<file path="src/rtl/pcc_pkg.sv">
// Constants for the PWM cycle configuration block of the counter array.
// Assumes an 8-bit special-function register bus with one-cycle strobes.
`default_nettype none
package pcc_pkg;
   // ==========================================================
   // Sizes
   localparam int NUM_MOD = 6;                // Capture/compare modules
   localparam int CNT_W   = 16;               // Main array counter width
   // ==========================================================
   // Configuration register
   localparam logic [7:0] CFG_ADDR   = 8'hd9;
   localparam logic [7:0] CFG_RESET  = 8'h00;
   localparam int         RELOAD_BIT = 7;     // Reload window select
   localparam int         IRQEN_BIT  = 6;     // Cycle-wrap interrupt enable
   localparam int         FLAG_BIT   = 5;     // Cycle-wrap flag
   localparam int         LENSEL_LSB = 0;     // Two-bit cycle length select
   localparam logic [2:0] UNUSED_VAL = 3'h0;  // Bits 4:2 always read as zero
   // ==========================================================
   // Compare value addresses: low byte at base + 2n, high byte at base + 2n + 1
   localparam logic [7:0] CMP_BASE   = 8'he0;
   localparam logic [15:0] CMP_RESET = 16'h0000;
   localparam logic [15:0] ARL_RESET = 16'h0000;
   localparam logic [7:0]  RD_IDLE   = 8'h00; // Read answer for unmapped addresses
   // ==========================================================
   // Cycle lengths in bits
   localparam logic [4:0] LEN_BASE = 5'h08;   // Length for select value 00
   localparam logic [4:0] LEN_WIDE = 5'h10;   // Length of 16-bit PWM
endpackage
`default_nettype wire

</file>
<file path="src/rtl/pcc_top.sv">
// PWM cycle configuration register, cycle-wrap flag and compare/reload steering.
// Assumes the counter, its tick enable and the per-module mode bits come from
// logic on the same clock; the interrupt request joins the array's shared line.
//
// Function
// - Compare addresses reach compare registers if reload select is 0, reload if 1.
// - Auto-reload value used only in 9, 10 and 11-bit cycle lengths.
// - Interrupt request when wrap flag set and its enable is 1, else none.
// - Wrap flag set on overflow of the counter bit chosen by length select.
// - Wrap flag set by hardware or software 1; only software clears it.
// - Configuration bits 4 to 2 read as zero, writes to them ignored.
// - Length select 00/01/10/11 gives 8/9/10/11-bit cycles.
// - Selected length applies to every PWM channel not in 16-bit mode.
// - Wide select 0 gives 8 to 11-bit PWM, 1 gives 16-bit PWM.
`timescale 1ns/10ps
`default_nettype none
module pcc_top (
   input  wire logic                                   clock_i,
   input  wire logic                                   rst_b_i,
   input  wire logic [7:0]                             sfr_addr_i,
   input  wire logic [7:0]                             sfr_wdata_i,
   input  wire logic                                   sfr_wr_i,
   input  wire logic                                   sfr_rd_i,
   output logic      [7:0]                             sfr_rdata_o,
   input  wire logic [pcc_pkg::CNT_W-1:0]              counter_i,
   input  wire logic                                   count_tick_i,
   input  wire logic [pcc_pkg::NUM_MOD-1:0]            pwm_enable_i,
   input  wire logic [pcc_pkg::NUM_MOD-1:0]            wide_pwm_select_i,
   output logic                                        cycle_wrap_flag_o,
   output logic                                        irq_req_o,
   output logic      [1:0]                             cycle_length_select_o,
   output logic      [pcc_pkg::NUM_MOD-1:0][4:0]       chan_len_o,
   output logic      [pcc_pkg::NUM_MOD-1:0]            chan_use_reload_o,
   output logic      [pcc_pkg::NUM_MOD-1:0][15:0]      compare_value_o,
   output logic      [pcc_pkg::NUM_MOD-1:0][15:0]      reload_value_o
);
   // ==========================================================
   // State
   typedef struct packed {
      logic                                    reload_sel;
      logic                                    wrap_irq_en;
      logic                                    wrap_flag;
      logic [1:0]                              len_sel;
      logic [pcc_pkg::NUM_MOD-1:0][15:0]       cmp;
      logic [pcc_pkg::NUM_MOD-1:0][15:0]       arl;
      logic [7:0]                              rdata;
   } pcc_state_t;

   pcc_state_t st_r;
   pcc_state_t st_nxt;
   logic       wrap;
   logic       cfg_wr;
   logic       cmp_hit;
   logic       cmp_high;
   logic [2:0] cmp_idx;

   // ==========================================================
   // Address decode of the compare value bytes, shared by read and write
   function automatic logic [4:0] cmp_decode(input logic [7:0] addr);
      logic [7:0] off;
      logic [4:0] res;
      off = addr - pcc_pkg::CMP_BASE;
      res = '0;
      if (addr >= pcc_pkg::CMP_BASE && off < 8'(2 * pcc_pkg::NUM_MOD)) begin
         res = {1'b1, off[0], off[3:1]};
      end
      return res;
   endfunction

   // Low N counter bits all ones on a tick means they wrap to zero next
   function automatic logic wrap_at(input logic [1:0] sel, input logic [15:0] cnt);
      logic w;
      w = 1'b0;
      unique case (sel)
         2'b00: w = &cnt[7:0];
         2'b01: w = &cnt[8:0];
         2'b10: w = &cnt[9:0];
         2'b11: w = &cnt[10:0];
      endcase
      return w;
   endfunction

   assign {cmp_hit, cmp_high, cmp_idx} = cmp_decode(sfr_addr_i);
   assign cfg_wr = sfr_wr_i && (sfr_addr_i == pcc_pkg::CFG_ADDR);
   assign wrap   = count_tick_i && wrap_at(st_r.len_sel, counter_i);

   // ==========================================================
   // Next state: register writes, flag set, registered read answer
   always_comb begin
      st_nxt = st_r;
      if (cfg_wr) begin
         // Bits 4:2 are not stored, so a write there has no effect
         st_nxt.reload_sel  = sfr_wdata_i[pcc_pkg::RELOAD_BIT];
         st_nxt.wrap_irq_en = sfr_wdata_i[pcc_pkg::IRQEN_BIT];
         st_nxt.wrap_flag   = sfr_wdata_i[pcc_pkg::FLAG_BIT];
         st_nxt.len_sel     = sfr_wdata_i[pcc_pkg::LENSEL_LSB +: 2];
      end
      // Hardware set is applied last so it beats a same-cycle software clear
      if (wrap) begin
         st_nxt.wrap_flag = 1'b1;
      end
      if (sfr_wr_i && cmp_hit) begin
         // Same address, two storage banks chosen by the reload select
         if (st_r.reload_sel) begin
            if (cmp_high) st_nxt.arl[cmp_idx][15:8] = sfr_wdata_i;
            else          st_nxt.arl[cmp_idx][7:0]  = sfr_wdata_i;
         end else begin
            if (cmp_high) st_nxt.cmp[cmp_idx][15:8] = sfr_wdata_i;
            else          st_nxt.cmp[cmp_idx][7:0]  = sfr_wdata_i;
         end
      end
      if (sfr_rd_i) begin
         if (sfr_addr_i == pcc_pkg::CFG_ADDR) begin
            st_nxt.rdata = {st_r.reload_sel, st_r.wrap_irq_en, st_r.wrap_flag,
                            pcc_pkg::UNUSED_VAL, st_r.len_sel};
         end else if (cmp_hit) begin
            st_nxt.rdata = st_r.reload_sel ?
                           (cmp_high ? st_r.arl[cmp_idx][15:8] : st_r.arl[cmp_idx][7:0]) :
                           (cmp_high ? st_r.cmp[cmp_idx][15:8] : st_r.cmp[cmp_idx][7:0]);
         end else begin
            st_nxt.rdata = pcc_pkg::RD_IDLE;
         end
      end
   end

   // ==========================================================
   // State register
   always_ff @(posedge clock_i or negedge rst_b_i) begin
      if (!rst_b_i) begin
         st_r       <= '0;
         st_r.reload_sel  <= pcc_pkg::CFG_RESET[pcc_pkg::RELOAD_BIT];
         st_r.wrap_irq_en <= pcc_pkg::CFG_RESET[pcc_pkg::IRQEN_BIT];
         st_r.wrap_flag   <= pcc_pkg::CFG_RESET[pcc_pkg::FLAG_BIT];
         st_r.len_sel     <= pcc_pkg::CFG_RESET[pcc_pkg::LENSEL_LSB +: 2];
         st_r.cmp   <= {pcc_pkg::NUM_MOD{pcc_pkg::CMP_RESET}};
         st_r.arl   <= {pcc_pkg::NUM_MOD{pcc_pkg::ARL_RESET}};
         st_r.rdata <= pcc_pkg::RD_IDLE;
      end else begin
         st_r <= st_nxt;
      end
   end

   // ==========================================================
   // Outputs
   // Flag is masked by its enable before joining the shared request
   assign irq_req_o             = st_r.wrap_flag && st_r.wrap_irq_en;
   assign cycle_wrap_flag_o     = st_r.wrap_flag;
   assign cycle_length_select_o = st_r.len_sel;
   assign sfr_rdata_o           = st_r.rdata;
   assign compare_value_o       = st_r.cmp;
   assign reload_value_o        = st_r.arl;

   // Per-channel length and reload use; reload only matters in 9 to 11 bits
   for (genvar ch = 0; ch < pcc_pkg::NUM_MOD; ch++) begin : g_chan
      assign chan_len_o[ch] = wide_pwm_select_i[ch] ? pcc_pkg::LEN_WIDE :
                              pcc_pkg::LEN_BASE + {3'h0, st_r.len_sel};
      assign chan_use_reload_o[ch] = pwm_enable_i[ch] && !wide_pwm_select_i[ch]
                                     && (st_r.len_sel != 2'b00);

      wide_len_a: assert property (@(posedge clock_i) disable iff (!rst_b_i)
         wide_pwm_select_i[ch] |-> chan_len_o[ch] == 5'h10)
         else $error("wide channel not at 16-bit length");
      narrow_len_a: assert property (@(posedge clock_i) disable iff (!rst_b_i)
         !wide_pwm_select_i[ch] |-> chan_len_o[ch] == 5'(8 + st_r.len_sel))
         else $error("narrow channel ignores length select");
      reload_use_a: assert property (@(posedge clock_i) disable iff (!rst_b_i)
         chan_use_reload_o[ch] |-> (pwm_enable_i[ch] && !wide_pwm_select_i[ch]
                                    && st_r.len_sel != 2'b00))
         else $error("reload used outside 9 to 11-bit cycles");
   end

   // ==========================================================
   // Checks
   wrap_set_a: assert property (@(posedge clock_i) disable iff (!rst_b_i)
      (count_tick_i && st_r.len_sel == 2'b01 && counter_i[8:0] == 9'h1ff)
      |=> cycle_wrap_flag_o)
      else $error("9-bit wrap did not set flag");
   no_false_wrap_a: assert property (@(posedge clock_i) disable iff (!rst_b_i)
      (!cycle_wrap_flag_o && !cfg_wr && !(count_tick_i && counter_i[7:0] == 8'hff))
      |=> !cycle_wrap_flag_o)
      else $error("flag set without a wrap");
   flag_hold_a: assert property (@(posedge clock_i) disable iff (!rst_b_i)
      (cycle_wrap_flag_o && !cfg_wr) |=> cycle_wrap_flag_o)
      else $error("flag cleared by hardware");
   set_beats_clr_a: assert property (@(posedge clock_i) disable iff (!rst_b_i)
      (cfg_wr && !sfr_wdata_i[5] && wrap) |=> cycle_wrap_flag_o)
      else $error("wrap lost to software clear");
   irq_mask_a: assert property (@(posedge clock_i) disable iff (!rst_b_i)
      (cfg_wr && !sfr_wdata_i[6]) |=> !irq_req_o)
      else $error("masked flag raised request");
   reserved_rd_a: assert property (@(posedge clock_i) disable iff (!rst_b_i)
      (sfr_rd_i && sfr_addr_i == 8'hd9) |=> sfr_rdata_o[4:2] == 3'h0)
      else $error("unused bits read non-zero");
   reload_steer_a: assert property (@(posedge clock_i) disable iff (!rst_b_i)
      (sfr_wr_i && cmp_hit && !cmp_high && st_r.reload_sel)
      |=> (reload_value_o[$past(cmp_idx)][7:0] == $past(sfr_wdata_i))
          && $stable(compare_value_o))
      else $error("reload bank write misrouted");
   cmp_steer_a: assert property (@(posedge clock_i) disable iff (!rst_b_i)
      (sfr_wr_i && cmp_hit && cmp_high && !st_r.reload_sel)
      |=> (compare_value_o[$past(cmp_idx)][15:8] == $past(sfr_wdata_i))
          && $stable(reload_value_o))
      else $error("compare bank write misrouted");
   wrap_set8_a: assert property (@(posedge clock_i) disable iff (!rst_b_i)
      (count_tick_i && st_r.len_sel == 2'b00 && counter_i[7:0] == 8'hff)
      |=> cycle_wrap_flag_o)
      else $error("8-bit wrap did not set flag");
   wrap_set11_a: assert property (@(posedge clock_i) disable iff (!rst_b_i)
      (count_tick_i && st_r.len_sel == 2'b11 && counter_i[10:0] == 11'h7ff)
      |=> cycle_wrap_flag_o)
      else $error("11-bit wrap did not set flag");
   // A wrap of the low byte alone must not count while 9 bits are selected
   wrap_bit_sel_a: assert property (@(posedge clock_i) disable iff (!rst_b_i)
      (!cycle_wrap_flag_o && !cfg_wr && st_r.len_sel == 2'b01 && !counter_i[8])
      |=> !cycle_wrap_flag_o)
      else $error("flag set below the selected bit");
   irq_raise_a: assert property (@(posedge clock_i) disable iff (!rst_b_i)
      (cfg_wr && sfr_wdata_i[6] && sfr_wdata_i[5]) |=> irq_req_o)
      else $error("enabled flag raised no request");
   reload_read_a: assert property (@(posedge clock_i) disable iff (!rst_b_i)
      (sfr_rd_i && cmp_hit && !cmp_high && st_r.reload_sel)
      |=> sfr_rdata_o == $past(reload_value_o[cmp_idx][7:0]))
      else $error("reload bank read misrouted");
endmodule
`default_nettype wire

</file>
<file path="config.mk">
export PLATFORM = sky130hd
export DESIGN_NAME = pcc_top
export DESIGN_NICKNAME = d
export VERILOG_FILES = /design/src/rtl/pcc_pkg.sv /design/src/rtl/pcc_top.sv
export SDC_FILE = /design/constraint.sdc
export NUM_CORES = 1
export LEC_CHECK = 0
export ABC_AREA = 1
export BUFFER_PORTS_ARGS = -buffer_cell sky130_fd_sc_hd__buf_2
export CAP_MARGIN = 40
export CORE_ASPECT_RATIO = 0.9
export CORE_MARGIN = 5
export CORE_UTILIZATION = 40
export CTS_CLUSTER_SIZE = 28
export DETAILED_ROUTE_END_ITERATION = 16
export GPL_TIMING_DRIVEN = 0
export PLACE_DENSITY_LB_ADDON = 0.08
export SETUP_SLACK_MARGIN = 0.15
export SLEW_MARGIN = 20
export SYNTH_ARGS = -nofsm -noshare
export SYNTH_HDL_FRONTEND = slang
export SYNTH_SLANG_ARGS = --single-unit
</file>
<file path="constraint.sdc">
create_clock -name clock_i -period 4.6 [get_ports clock_i]
set_input_delay 0.46 -clock clock_i [delete_from_list [all_inputs] [get_ports clock_i]]
set_output_delay 0.46 -clock clock_i [all_outputs]
set_load 0.02 [all_outputs]
</file>
==> impl_metrics.csv <==
group,metric,value,unit
die,ios,289,
critical_path,required,5.00,ns
place,place_hpwl,35.62,mm
place,placedCellCount,2194,
die,die_h,172.7,µm
clock_network,cts_sinks,205,
logic_synthesis,yosysWarnings,0,
sta,clock_skew,0.01337,ns
critical_path,critPathLaunchType,"input pin",
clock_network,ctsRootBufferMaster,"clkbuf_16",
logic_synthesis,synth-async-reset-ratio,1.000,
die,dieArea,0.03295,mm²
drt,drt_first_pass_iters,5,
critical_path,critical_path_arrival,3.27,ns
drt,drt_iter0_drc,1024,
cells_and_area,drive_gt1_frac,0.3380,
critical_path,end_kind,"register",
global_routing,grtUsageTotal,0.2699,
clock_network,post-cts-setup-buffers,0,
cells_and_area,layout_commonest_cell,"nand2_1",
min_path,hp-class,"in2reg",
logic_synthesis,yosysSeqAreaShare,0.4359,
run_status,status,"completed",
clock_network,numCtsBuffers,24,
drt,drc_errors,0,
cells_and_area,design_area,0.01471,mm²
die,die_w,190.8,µm
sta,fin_ws,1.735,ns
sta,final-max-slew-violation-count,0,
place,dp_slack,1.363,ns
power,p_leak,8.107,nW
drt,viasPerCell,4.929,
cells_and_area,fin_nets,1879,
critical_path,r2r_start,"st_r[204]",
place,port_buffers,272,
global_routing,grt_first_pass_wirelength,67.41,mm
drt,routed_wl,45.83,mm
cells_and_area,layout_common_cells,"nand2_1, buf_2, buf_4",
job,max-cap-violations,0,
sta,rsz0062_at_grt,"false",
place,placed_area,0.01377,mm²
sta,finalSetupViolCount,0,
drt,vias,11060,
global_routing,overflow,0,
critical_path,criticalPathCategory,"in2reg",
sta,hold_slack,0.2010,ns
clock_network,h-tree-depth,1,
power,vdd_drop_max,213.0,µV
logic_synthesis,ys_ff_latch,205,
sta,period_needed,2.865,ns
global_routing,grt_max_degree,82,
place,gpl.final_weighted_congestion,0.9484,
drt,antenna_left,0,
critical_path,worstPathMaxFanout,10,
global_routing,antenna_found_initial,2,
die,start_util,0.4066,
die,num_rows,59,
logic_synthesis,netlist_instances,1514,
logic_synthesis,synth_flop_cell,"dfrtp_1",
power,p_per_area,289.7,mW/mm²
clock_network,clk_pin_slew,0.06,ns
logic_synthesis,synth_area,0.01177,mm²
logic_synthesis,avgSynthCellArea,7.772,µm²
clock_network,clockBufferDepth,3,
sta,worst_pin_slew,0.9062,ns
sta,relSlewSlack,0.3959,
logic_synthesis,synth_edf_count,0,
clock_network,clock_latency,0.53,ns
min_path,min_from,"sfr_wdata_i[0]",
global_routing,grt_pass1_vias,10600,
cells_and_area,nFillCells,2956,
sta,finalHoldViolations,0,
critical_path,critPathLaunch,"sfr_addr_i[5]",
drt,wl_per_cell,20.43,µm
sta,fin_crit_sh,0.6229,
logic_synthesis,ys_types,40,
die,fp.coreArea,0.02894,mm²
cells_and_area,area_delta_synth_final,25.03,%
sta,fmax,0.3490,GHz
cells_and_area,fin_cells,2243,
clock_network,cts-resized-gates,0,
clock_network,tritoncts,"yes",
[cell families (layout without fill, tap and decap cells)]
group / count (synthesis) / count (layout) / synth area share
mux: 5 / 5 / 0.004784
flops: 205 / 205 / 0.4359
other cells: 1 / 7 / 0.0003187
compound gates: 292 / 292 / 0.1301
buf+inv: 423 / 750 / 0.2095
fa+ha+maj: 1 / 1 / 0.001063
simple gates: 587 / 587 / 0.2183
[per-stage QoR]
step	total power, mW	TNS (ns)	utilization
after floorplan	2.004	0	-
after global placement	2.147	-94.69	0.4715
after detailed placement	2.161	0	0.4759
after CTS	4.271	0	0.5068
after global routing	4.379	0	0.5084
final	4.263	0	0.5084
[cell usage after synthesis (4+ instances only)]
| library cell | instances | area, µm² |
|---|---|---|
| a21oi_1 | 18 | 90.09 |
| buf_2 | 36 | 180.2 |
| buf_4 | 221 | 1659 |
| clkbuf_1 | 36 | 135.1 |
| dfrtp_1 | 205 | 5130 |
| inv_1 | 124 | 465.5 |
| mux2_2 | 5 | 56.30 |
| nand2_1 | 348 | 1306 |
| nand2_2 | 7 | 43.79 |
| nand3_1 | 70 | 350.3 |
| nand3_2 | 5 | 50.05 |
| nand3b_1 | 7 | 52.55 |
| nor2_1 | 115 | 431.7 |
| nor2_2 | 5 | 31.28 |
| nor3_1 | 9 | 45.04 |
| o211ai_1 | 5 | 37.54 |
| o21a_1 | 4 | 30.03 |
| o21ai_0 | 191 | 955.9 |
| o21ai_1 | 58 | 290.3 |
| o22ai_1 | 10 | 62.56 |
[flip-flops by register name, summed over array words and instances, names as in the netlist]
name                   count
sfr_rdata_o                8
reload_value_o            96
st_r                       2
cycle_wrap_flag_o          1
compare_value_o           96
cycle_length_select_o      2
[worst max-delay path: stages]
cell and delay, ns:
buf_2 0.13, ha_1 0.31, inv_1 0.07, nand2_1 0.06, nor2_2 0.22, nand2_8 0.18, nor2_4 0.16, clkbuf_1 0.66
o21ai_0 0.45, nand3_1 0.19, nand3_1 0.15, nand3_1 0.16, nand2_1 0.06
[area by class of cell]
type                            count  area, µm²  share of cell area
Multi-Input combinational cell    891       4192              0.2849
Clock buffer                       32      691.9             0.04703
Buffer                            295       1982              0.1347
Tap cell                          396      495.5             0.03368
Clock inverter                     11      191.4             0.01301
Inverter                          128      483.0             0.03283
Sequential cell                   205       5130              0.3487
Timing Repair Buffer              284       1545              0.1050
Antenna cell                        1      2.502           0.0001701
[power breakdown]
part           internal, mW  switching, mW  total (mW)
registers              1.81        0.00922        1.82
logic                0.0927          0.218       0.311
clock network          1.34          0.793        2.13
[final timing paths]
kind                                             to  slack (ns)  depth (start not counted)
min reg2reg                          sfr_rdata_o[7]        0.49                          2
max                                  sfr_rdata_o[2]        1.73                         13
max in group asynchronous        reload_value_o[56]        3.05                          4
min                        cycle_length_select_o[0]        0.20                          3
min in group asynchronous       compare_value_o[64]        0.42                          2
max reg2reg                     compare_value_o[78]        2.49                          6
[repair_timing]
item | CTS | global route
endpoints found under the setup margin | 0 | 0
hold endpoints to repair | 47 | 0
hold buffers | 1 | 0
[routing by layer]
layer / part of all wire / wire length, µm / track usage
met1: 0.45 / 20470 / 0.3913
met2: 0.43 / 19810 / 0.4093
met3: 0.092 / 4234 / 0.06089
met4: 0.028 / 1301 / 0.07181
met5: 0.00020 / 9 / 0
Note: power is estimated with default switching activity, not from simulation.
